==> config.mk <==
export PLATFORM = sky130hd
export DESIGN_NAME = cas_status_regs
export DESIGN_NICKNAME = d
export VERILOG_FILES = /design/src/design/cas_pkg.sv /design/src/design/cas_alu.sv /design/src/design/cas_status_regs.sv
export VERILOG_INCLUDE_DIRS = /design/src /design/src/design
export SDC_FILE = /design/constraint.sdc
export NUM_CORES = 1
export LEC_CHECK = 0
export BUFFER_PORTS_ARGS = -buffer_cell sky130_fd_sc_hd__buf_2
export CAP_MARGIN = 15
export CORE_MARGIN = 2
export CORE_UTILIZATION = 50
export DETAILED_ROUTE_END_ITERATION = 10
export MAX_ROUTING_LAYER = met4
export PLACE_DENSITY = 0.77
export SYNTH_ARGS = -nofsm -noshare
export SYNTH_HDL_FRONTEND = slang
export SYNTH_SLANG_ARGS = --single-unit
export TNS_END_PERCENT = 5
==> constraint.sdc <==
create_clock -name ref_clk -period 1.4 [get_ports ref_clk]
set_input_delay 0.07 -clock ref_clk [delete_from_list [all_inputs] [get_ports ref_clk]]
set_output_delay 0.07 -clock ref_clk [all_outputs]
set_load 0.1 [all_outputs]
==> src/design/cas_cfg.svh <==
/*
 constants of the arithmetic and processor status register bank:
 data-memory addresses, field positions, reset values.
 assumes it is included by bare name from the design files only.
*/
// Overview of operation
// - flag-updating ops targeting register ignore writes to the flags they affect
// - subtraction carry and digit carry mean no-borrow
// - signed range flag on result beyond +127/-128
// - operands from working register, file or literal
// - arith status at 04h, modes reset ones
// - pointer one step: 00 dec, 01 inc, 1x hold
// - pointer zero step uses the same encoding
// - zero flag set when add/sub/logic/clear result is zero
// - addition digit carry from fourth low bit
// - subtract by adding complement, carry from msb
// - rotate through carry loads carry from source
// - processor status at 06h, top two read zero
// - stack, expiry, sleep flags ignore software writes
// - stack flag clears at Fh, locks after wrap
// - global mask set blocks all interrupts
// - expiry flag set by powerup/clear/sleep, cleared timeout
// - sleep flag set powerup/clear, cleared by sleep
// - power-up flag zero after power-on, software sets
// - supply dip flag zero after brownout when enabled
// - external pin reset keeps expiry and sleep flags
// - every reset: stack pointer zero, stack flag one
// - pointer stepping never touches arithmetic flags
`ifndef CAS_CFG_SVH
`define CAS_CFG_SVH

`define CAS_ADDR_ARITH     8'h04
`define CAS_ADDR_PROC      8'h06
`define CAS_RD_UNMAPPED    8'h00
`define CAS_MODE_RESET     4'hF
`define CAS_FLAGS_RESET    4'h0
`define CAS_PROC_PAD       2'h0
`define CAS_SP_RESET       4'h0
`define CAS_SP_FULL        4'hF
`define CAS_GLINT_RESET    1'b1
`define CAS_STACK_RESET    1'b1
`define CAS_EXPIRY_RESET   1'b1
`define CAS_SLEEP_RESET    1'b1
`define CAS_PWRUP_RESET    1'b0
`define CAS_DIP_RESET      1'b1
`define CAS_PROC_MASK_BIT  4
`define CAS_PROC_PWRUP_BIT 1
`define CAS_PROC_DIP_BIT   0

`endif

==> src/design/cas_pkg.sv <==
/*
 types of the status register bank: alu operations, flag set, request.
 assumes the constants header supplies every number.
*/
package cas_pkg;

   typedef enum logic [3:0] {
      op_none, op_add, op_sub, op_and, op_or, op_xor,
      op_clr, op_mov, op_rlc, op_rrc
   } cas_alu_op_e;

   typedef enum logic [1:0] {
      cause_ext_pin, cause_watchdog, cause_brownout
   } cas_reset_cause_e;

   typedef enum logic [1:0] {
      step_dec, step_inc, step_hold
   } cas_step_e;

   // bit order matches register bits 3..0
   typedef struct packed {
      logic ov;
      logic z;
      logic dc;
      logic c;
   } cas_flags_s;

   typedef struct packed {
      cas_alu_op_e op;
      logic        use_literal;
      logic        single_on_w;
      logic [7:0]  literal;
      logic [7:0]  file_operand;
      logic [7:0]  w_operand;
      logic        wr_en;
      logic [7:0]  wr_addr;
   } cas_alu_req_s;

endpackage : cas_pkg

==> src/design/cas_alu.sv <==
/*
 arithmetic unit: result, new flags and which flags the op affects.
 assumes a purely combinational use by the status register bank.
*/
`timescale 1ns/1ns
module cas_alu (
   // request
   input  wire cas_pkg::cas_alu_req_s req,
   input  wire logic                  carry_in,
   // answer
   output logic [7:0]                 result,
   output cas_pkg::cas_flags_s        flags,
   output cas_pkg::cas_flags_s        affect
);

   logic [7:0] single;
   logic [7:0] second;
   logic [7:0] inv_w;
   logic [8:0] sum9;
   logic [4:0] nib5;

   always_comb begin
      single = req.single_on_w ? req.w_operand : req.file_operand;
      second = req.use_literal ? req.literal : req.file_operand;
      inv_w  = ~req.w_operand;
      sum9   = 9'h000;
      nib5   = 5'h00;
      result = 8'h00;
      flags  = '0;
      affect = '0;
      case (req.op)
         cas_pkg::op_add: begin
            sum9      = {1'b0, req.w_operand} + {1'b0, second};
            nib5      = {1'b0, req.w_operand[3:0]} + {1'b0, second[3:0]};
            result    = sum9[7:0];
            flags.c   = sum9[8];
            flags.dc  = nib5[4];
            flags.ov  = (req.w_operand[7] == second[7]) && (result[7] != second[7]);
            affect    = '1;
         end
         cas_pkg::op_sub: begin
            sum9      = {1'b0, second} + {1'b0, inv_w} + 9'h001;
            nib5      = {1'b0, second[3:0]} + {1'b0, inv_w[3:0]} + 5'h01;
            result    = sum9[7:0];
            flags.c   = sum9[8];
            flags.dc  = nib5[4];
            flags.ov  = (second[7] == inv_w[7]) && (result[7] != second[7]);
            affect    = '1;
         end
         cas_pkg::op_and: begin
            result   = req.w_operand & second;
            affect.z = 1'b1;
         end
         cas_pkg::op_or: begin
            result   = req.w_operand | second;
            affect.z = 1'b1;
         end
         cas_pkg::op_xor: begin
            result   = req.w_operand ^ second;
            affect.z = 1'b1;
         end
         cas_pkg::op_clr: begin
            result   = 8'h00;
            affect.z = 1'b1;
         end
         cas_pkg::op_mov: begin
            result = single;
         end
         cas_pkg::op_rlc: begin
            result   = {single[6:0], carry_in};
            flags.c  = single[7];
            affect.c = 1'b1;
         end
         cas_pkg::op_rrc: begin
            result   = {carry_in, single[7:1]};
            flags.c  = single[0];
            affect.c = 1'b1;
         end
         default: begin
            result = 8'h00;
         end
      endcase
      flags.z = (result == 8'h00);
   end

endmodule : cas_alu

==> src/design/cas_status_regs.sv <==
/*
 arithmetic status and processor status registers of the core.
 assumes one clock, datapath pulses of one cycle, one access per cycle.
*/
`timescale 1ns/1ns
`include "cas_cfg.svh"
module cas_status_regs #(
   parameter int IRQ_SOURCES = 4
) (
   // clock and reset
   input  wire logic                          ref_clk,
   input  wire logic                          rstn,
   input  wire logic                          clk_en,
   // data memory access
   input  wire logic                          sw_wr_en,
   input  wire logic [7:0]                    sw_wr_addr,
   input  wire logic [7:0]                    sw_wr_data,
   input  wire logic                          rd_en,
   input  wire logic [7:0]                    rd_addr,
   output logic [7:0]                         rd_data,
   output logic                               rd_hit,
   // alu instruction
   input  wire logic                          alu_go,
   input  wire cas_pkg::cas_alu_req_s         alu_req,
   output logic [7:0]                         alu_result,
   output logic                               alu_result_valid,
   // core events
   input  wire logic                          push_pulse,
   input  wire logic                          pop_pulse,
   input  wire logic                          clrwdt_pulse,
   input  wire logic                          sleep_pulse,
   input  wire logic                          wdt_timeout_pulse,
   input  wire logic                          dev_reset_pulse,
   input  wire cas_pkg::cas_reset_cause_e     reset_cause,
   input  wire logic                          brownout_detect_enable,
   // interrupts
   input  wire logic [IRQ_SOURCES-1:0]        irq_flags,
   input  wire logic [IRQ_SOURCES-1:0]        irq_enables,
   output logic                               irq_request,
   // pointer stepping
   output cas_pkg::cas_step_e [1:0]           ptr_step
);

   logic                rst_meta_n;
   logic                rst_sync_n;
   logic [3:0]          mode;
   logic [3:0]          next_mode;
   cas_pkg::cas_flags_s flags;
   cas_pkg::cas_flags_s next_flags;
   logic [3:0]          sp;
   logic [3:0]          next_sp;
   logic                lock;
   logic                next_lock;
   logic                stack_space_flag;
   logic                next_stack_space_flag;
   logic                global_interrupt_mask;
   logic                next_global_interrupt_mask;
   logic                to_flag;
   logic                next_to_flag;
   logic                pd_flag;
   logic                next_pd_flag;
   logic                por_flag;
   logic                next_por_flag;
   logic                bor_flag;
   logic                next_bor_flag;
   logic [7:0]          next_rd_data;
   logic                next_rd_hit;
   logic                next_irq_request;
   logic [7:0]          next_alu_result;
   logic                next_alu_result_valid;
   logic [7:0]          alu_out;
   cas_pkg::cas_flags_s alu_flags;
   cas_pkg::cas_flags_s alu_aff;
   logic                sw_arith;
   logic                sw_proc;
   logic                alu_arith;
   logic                alu_proc;

   // reset release
   always_ff @(posedge ref_clk or negedge rstn) begin
      if (!rstn) begin
         rst_meta_n <= 1'b0;
         rst_sync_n <= 1'b0;
      end else begin
         rst_meta_n <= 1'b1;
         rst_sync_n <= rst_meta_n;
      end
   end

   cas_alu u_alu (
      .req      (alu_req),
      .carry_in (flags.c),
      .result   (alu_out),
      .flags    (alu_flags),
      .affect   (alu_aff)
   );

   assign sw_arith  = sw_wr_en && (sw_wr_addr == `CAS_ADDR_ARITH);
   assign sw_proc   = sw_wr_en && (sw_wr_addr == `CAS_ADDR_PROC);
   assign alu_arith = alu_go && alu_req.wr_en && (alu_req.wr_addr == `CAS_ADDR_ARITH);
   assign alu_proc  = alu_go && alu_req.wr_en && (alu_req.wr_addr == `CAS_ADDR_PROC);

   // step decode per pointer
   generate
      for (genvar i = 0; i < 2; i++) begin : g_step
         assign ptr_step[i] = mode[2*i+1] ? cas_pkg::step_hold :
                              (mode[2*i] ? cas_pkg::step_inc : cas_pkg::step_dec);
      end
   endgenerate

   // arithmetic status next state
   always_comb begin
      next_mode  = mode;
      next_flags = flags;
      if (sw_arith) begin
         {next_mode, next_flags} = sw_wr_data;
      end
      if (alu_go) begin
         if (alu_arith) begin
            next_mode  = alu_out[7:4];
            next_flags = cas_pkg::cas_flags_s'(alu_out[3:0]);
         end
         if (alu_aff.ov) next_flags.ov = alu_flags.ov;
         if (alu_aff.z) next_flags.z = alu_flags.z;
         if (alu_aff.dc) next_flags.dc = alu_flags.dc;
         if (alu_aff.c) next_flags.c = alu_flags.c;
      end
      if (dev_reset_pulse) begin
         next_mode = `CAS_MODE_RESET;
      end
   end

   // processor status next state
   always_comb begin
      next_sp       = sp;
      next_lock     = lock;
      next_global_interrupt_mask   = global_interrupt_mask;
      next_to_flag  = to_flag;
      next_pd_flag  = pd_flag;
      next_por_flag = por_flag;
      next_bor_flag = bor_flag;
      if (push_pulse && !pop_pulse) begin
         if (sp == `CAS_SP_FULL) next_lock = 1'b1;
         next_sp = 4'(sp + 4'h1);
      end else if (pop_pulse && !push_pulse) begin
         next_sp = 4'(sp - 4'h1);
      end
      if (sw_proc) begin
         next_global_interrupt_mask   = sw_wr_data[`CAS_PROC_MASK_BIT];
         next_por_flag = sw_wr_data[`CAS_PROC_PWRUP_BIT];
         next_bor_flag = sw_wr_data[`CAS_PROC_DIP_BIT];
      end
      if (alu_proc) begin
         next_global_interrupt_mask   = alu_out[`CAS_PROC_MASK_BIT];
         next_por_flag = alu_out[`CAS_PROC_PWRUP_BIT];
         next_bor_flag = alu_out[`CAS_PROC_DIP_BIT];
      end
      if (clrwdt_pulse) begin
         next_to_flag = 1'b1;
         next_pd_flag = 1'b1;
      end
      if (sleep_pulse) begin
         next_to_flag = 1'b1;
         next_pd_flag = 1'b0;
      end
      if (wdt_timeout_pulse) begin
         next_to_flag = 1'b0;
      end
      if (dev_reset_pulse) begin
         next_sp     = `CAS_SP_RESET;
         next_lock   = 1'b0;
         next_global_interrupt_mask = `CAS_GLINT_RESET;
         if (reset_cause == cas_pkg::cause_watchdog) begin
            next_to_flag = 1'b0;
         end
         if (reset_cause == cas_pkg::cause_brownout && brownout_detect_enable) begin
            next_bor_flag = 1'b0;
         end
      end
      next_stack_space_flag = !next_lock && (next_sp != `CAS_SP_FULL);
   end

   // read port, interrupt gate, alu result
   always_comb begin
      next_rd_data          = `CAS_RD_UNMAPPED;
      next_rd_hit           = 1'b0;
      if (rd_en && rd_addr == `CAS_ADDR_ARITH) begin
         next_rd_data = {mode, flags};
         next_rd_hit  = 1'b1;
      end else if (rd_en && rd_addr == `CAS_ADDR_PROC) begin
         next_rd_data = {`CAS_PROC_PAD, stack_space_flag, global_interrupt_mask, to_flag, pd_flag,
                         por_flag, bor_flag};
         next_rd_hit  = 1'b1;
      end
      next_irq_request      = !global_interrupt_mask && |(irq_flags & irq_enables);
      next_alu_result       = alu_go ? alu_out : alu_result;
      next_alu_result_valid = alu_go;
   end

   always_ff @(posedge ref_clk or negedge rst_sync_n) begin
      if (!rst_sync_n) begin
         mode             <= `CAS_MODE_RESET;
         flags            <= `CAS_FLAGS_RESET;
         sp               <= `CAS_SP_RESET;
         lock             <= 1'b0;
         stack_space_flag            <= `CAS_STACK_RESET;
         global_interrupt_mask           <= `CAS_GLINT_RESET;
         to_flag          <= `CAS_EXPIRY_RESET;
         pd_flag          <= `CAS_SLEEP_RESET;
         por_flag         <= `CAS_PWRUP_RESET;
         bor_flag         <= `CAS_DIP_RESET;
         rd_data          <= `CAS_RD_UNMAPPED;
         rd_hit           <= 1'b0;
         irq_request      <= 1'b0;
         alu_result       <= 8'h00;
         alu_result_valid <= 1'b0;
      end else if (clk_en) begin
         mode             <= next_mode;
         flags            <= next_flags;
         sp               <= next_sp;
         lock             <= next_lock;
         stack_space_flag            <= next_stack_space_flag;
         global_interrupt_mask           <= next_global_interrupt_mask;
         to_flag          <= next_to_flag;
         pd_flag          <= next_pd_flag;
         por_flag         <= next_por_flag;
         bor_flag         <= next_bor_flag;
         rd_data          <= next_rd_data;
         rd_hit           <= next_rd_hit;
         irq_request      <= next_irq_request;
         alu_result       <= next_alu_result;
         alu_result_valid <= next_alu_result_valid;
      end
   end
endmodule : cas_status_regs

== After elaboration in Yosys (flattened, before gate mapping) ==
Cells that the tools add are included.

* Reductions and logical operators: 30
* $add $sub $neg: 8
* Eq/ne operators: 23
* Muxes and demuxes: 50
* Bitwise operators: 5

{| class="wikitable"
|+ Operators with widths
! operator !! count
|-
| 8-bit case mux with 8 select lines || 1
|-
| 8-bit by 3-bit == test with 1-bit output (second input constant) || 6
|-
| 4-bit two-way mux || 10
|-
| 1-bit two-way mux || 30
|-
| 8-bit two-way mux || 3
|-
| 8-bit by 8-bit adder with 9-bit output || 2
|-
| 4-bit by 3-bit == test with 1-bit output (second input constant) || 4
|-
| 1-bit logical AND || 14
|-
| 4-bit == test (second input constant) || 3
|-
| 4-bit by 4-bit adder with 5-bit output || 2
|-
| 9-bit by 1-bit adder with 9-bit output (second input constant) || 1
|-
| 8-bit AND || 1
|-
| 4-bit by 2-bit == test with 1-bit output (second input constant) || 2
|-
| 8-bit logical NOT || 1
|-
| 8-bit inverter || 1
|-
| 8-bit bitwise OR || 1
|-
| 2-bit AND reduction || 4
|-
| 4-bit OR reduction || 2
|-
| 8-bit bitwise XOR || 1
|-
| 6-bit two-way mux || 1
|-
| 6-bit OR reduction || 1
|-
| 5-bit by 1-bit adder with 5-bit output (second input constant) || 1
|-
| 4-bit by 1-bit adder with 4-bit output (second input constant) || 1
|-
| 4-bit AND || 1
|-
| other kinds (14) || 22
|}

* Word-level logic and storage cells: 136
* Register bits after elaboration: 40
* Output and inout port bits: 23

== Longest topological paths before layout ==
* Depth in word-level cells: 8
* Gate-level depth with buffers: 13

== Hierarchy ==
From an unflattened synthesis, not the netlist that was laid out.

* Cells, all modules: 435
* Area total of the unflattened synthesis: 4013.8 sq um

{| class="wikitable"
|+ By module, submodules not included
! module !! area each (sq um) !! cells an instance !! sequential area each (sq um) !! times used
|-
| cas_status_regs || 2220.9 || 209 || 1012.2 || 1
|-
| cas_alu || 1793.0 || 226 || 0.0 || 1
|}

== Worst setup path before layout ==
No wires, ideal clock.

* Path kind: input-to-reg
* From: in alu_req[34] (netlist bit)
* To: reg mode[3]
* Library setup time: 0.080 ns
* Arrival: 2.544 ns
* Cell stages on the path: 11
* Path slack: -1.223 ns
* Path through: clkbuf_1 > mux2i_1 > inv_1 > ha_1 > a211oi_1 > o21ai_1 > a41o_1 > xor2_1 > a221oi_1 > a21oi_1 > o22a_1

* Longest elaborated chain between the ends: 7

{| class="wikitable"
|+ Ends and longest elaborated chain
! what !! line !! RTL
|-
| start: declaration || cas_status_regs.sv:24 || <nowiki>input wire cas_pkg::cas_alu_req_s alu_req,</nowiki>
|-
| 8-bit two-way mux * || cas_alu.sv:24 || <nowiki>second = req.use_literal ? req.literal : req.file_operand;</nowiki>
|-
| 8-bit by 8-bit adder with 9-bit output || cas_alu.sv:42 || <nowiki>sum9 = {1'b0, second} + {1'b0, inv_w} + 9'h001;</nowiki>
|-
| 9-bit by 1-bit adder with 9-bit output || cas_alu.sv:42 ||
|-
| 8-bit case mux with 8 select lines * || cas_alu.sv:31 || <nowiki>case (req.op)</nowiki>
|-
| 4-bit two-way mux * || cas_status_regs.sv:119 || <nowiki>if (alu_arith) begin</nowiki>
|-
| 4-bit two-way mux * || cas_status_regs.sv:118 || <nowiki>if (alu_go) begin</nowiki>
|-
| 4-bit two-way mux * || cas_status_regs.sv:128 || <nowiki>if (dev_reset_pulse) begin</nowiki>
|-
| end signal: assignment || cas_status_regs.sv:202 || <nowiki>mode <= `CAS_MODE_RESET;</nowiki>
|-
| end signal: assignment || cas_status_regs.sv:218 || <nowiki>mode <= next_mode;</nowiki>
|-
| end: declaration || cas_status_regs.sv:46 || <nowiki>logic [3:0] mode;</nowiki>
|}

Every way passes the cells marked *; elsewhere a longest branch is shown, timed or not.
A chain may end at the register's enable or synchronous reset.

== Worst setup path in the final report ==
Ends and elaborated chain as after synthesis.

==> run summary <==
syn_nets: 569
post-synthesis cell count: 452
CP endpoint kind: register
Core ar.: 7650 sq um
Int Power: 2.90 mW
Synth area leader: dfrtp_1
ANT cells: 0
pin count of the biggest net entering global routing: 39
CP required: 1640 ps
# fillers: 576
PnR worst setup slack: -653 ps
sw power: 1.87 mW
worst skew pair latency: 300 ps
CTS tree: done
chip width: 92.6 um
Reg area: 1010 sq um
layout cells sized above 1: 49.6%
CTS Root Cell: clkbuf_8
Gate power share: 49.1%
R2R depth: 7
Post-synth EDFFs: 0
DP HPWL: 11600 um
Post-synth ARST share: 100%
met2 Usage GRT: 63.1%
clock network fraction of total power: 21.8%
multi-input combinational cell area: 2930 sq um
first-pass GRT wire length: 23500 um
share of the synthesized area in the top cell type: 19.8%
CP Max Fanout: 6
Hold Path Depth: 3
IO Pins: 109
clk sinks: 40
number of global-route vias before repair: 4663
RR Endpoint: stack_space_flag
Critical R2R Launch: sp[1]
Critical Path Start: alu_req[34]
HP Class: primary input to register
Sw Share: 39.3%
total congestion overflow: 0
via count: 4630
post-route ant nets: 0
Tmin final: 2050 ps
max-slew violations: 0
row cnt: 32
count of cell types in the netlist: 77
clk slew on worst S/H paths: 90 ps
nature of the critical path startpoint: primary input
Port Buffers: 108
synth-to-layout area growth: 52.3%
Die Area: 8570 sq um
post-synthesis area per instance: 8.68 sq um
final net count: 793
Global Route Usage Sum: 35.9%
Post-synth top cells: 34 x a21oi_1, 34 x nor2_1, 33 x inv_1
crit path kind: primary input to register
pwr dens: 799 nW/um^2
Lkg Pwr: 2.86 nW
Synthesis Warnings: 0
Post-Route WL: 14700 um
endpoints failing setup: 24
routed length per instance: 18.9 um
Via density: 5.94
Final Hold Fails: 0
period utilization: 147%
die height: 92.6 um
fin util: 78.1%
worst vdd ir: 0.000470 V
gpl congestion: 0.967
WHS Endpoint: to_flag
Remaining DRCs: 0
Post-Syn Area: 3920 sq um
DR iter-0 viols: 283
FF+latch count, synth: 40
RSZ-0062 raised after global routing: true
Top Usage Layer GRT: met2
Reg2Reg Setup Slack: -290 ps
failing checks: setup timing
total CTS buffers: 5
status: finished with violations
clock buffer depth: 2
prevailing post-synth register cell: dfrtp_1
Reg power frac: 29.1%
Synth area leaders: dfrtp_1 20%, ha_1 9.3%, dfstp_2 6.0%
TritonRoute pass-1 iters: 5
Overall Power: 4.77 mW
Worst Clk Skew: 12.7 ps
met3 Track Usage GR: 4.39%
max cap viols: 0
grt met1 use: 41.4%
initial antenna violation count: 0
Fmax achieved: 0.487 GHz
Hold Crit Start: wdt_timeout_pulse
Starting Density: 51.3%
CP Data Arrival Time: 2290 ps
sequential element share of the synthesized area: 25.8%
htree depth: 2
[sequential cells by signal, indices dropped and copies added, names as in the netlist, 4 cells and up]
register	flops
alu_result	8
rd_data	8
sp	4
mode	4
flags	4
[placed cells by master, fill, tap and decap left out, types with 6 or more instances in the layout]
cell type	count
nor2b_1	8
o2bb2ai_1	8
nand3_1	7
ha_2	6
a31oi_1	6
a21oi_2	8
ha_1	20
nand2_1	24
o21ai_0	6
nor3_1	6
a21oi_1	26
nor2_1	34
buf_4	132
o21ai_1	9
inv_1	29
o22ai_1	9
dfrtp_1	30
dfstp_2	9
xor2_1	7
mux2_2	10
mux2i_1	16
nand2b_1	9
buf_2	103
clkbuf_8	6
[through the flow]
step / cell area [sq um] / setup slack (ps) / cells / hold WS [ps] / TNS, ps
after floorplan: 4020 / -727 / 452 / -226 / -11780
after global placement: 5540 / -1140 / 764 / -146 / -17920
after detailed placement: 5540 / -1280 / 764 / -140 / -20280
after CTS: 5850 / -625 / 777 / 79.7 / -9600
after global routing: 5970 / -756 / 779 / 107 / -12600
final: 5970 / -653 / 779 / 106 / -10360
[per-layer routing]
layer	wire length, um	vias to the layer above
li1	-	2123
met1	5770	2219
met2	7350	229
met3	967	59
met4	605	0
met5	0	-
[how the worst max path moves through the flow]
stage / end / slack, ps / cells after the start
floorplan: flags[2] / -730 / 12
finish: mode[3] / -650 / 11
CTS: mode[3] / -630 / 12
global placement: flags[0] / -1140 / 12
global route: mode[3] / -760 / 12
detailed placement: flags[0] / -1280 / 12
[cells by family after synthesis]
group	Yosys count	share of synthesized area, %
fa+ha+maj	31	10.3
flops	40	25.8
simple gates	134	19.8
mux	34	9.13
xor+xnor	12	2.68
buf+inv	61	7.18
compound gates	139	25.0
other cells	1	0.0956
[layout make-up]
cell class                      instances  share of cell area (%)
Timing Repair Buffer                  245                    27.7
Multi-Input combinational cell        351                    49.1
Tap cell                              102                    2.14
Clock inverter                          2                   0.649
Inverter                               33                    2.07
Clock buffer                            6                    1.38
Sequential cell                        40                    17.0
[power by group through the flow]
stage                     Clock [mW]  Sequential (mW)  Combinational, mW
after floorplan                    0             1.70              0.938
after global routing            1.09             1.40               2.51
after detailed placement           0             1.40               2.15
after global placement             0             1.39               2.10
after CTS                       1.04             1.38               2.25
final                           1.04             1.39               2.34
[timing repair]
| action | 4_1_cts | 5_1_grt |
|---|---|---|
| hold buffers | 2 | 0 |
| hold endpoints to repair | 3 | 0 |
| resized for setup | 41 | 26 |
| setup buffers | 3 | 2 |
| endpoints found under the setup margin | 26 | 28 |
| pin swaps | 18 | 14 |
[critical path, cell delays in order]
cell and delay [ps]:
buf_12 120, buf_6 130, mux2i_2 240, ha_2 340, or2_4 260, a41o_1 280
xor2_1 160, a221oi_2 280, buf_4 170, a21oi_1 60, o22a_1 160
Note: power is estimated with default switching activity, not from simulation.
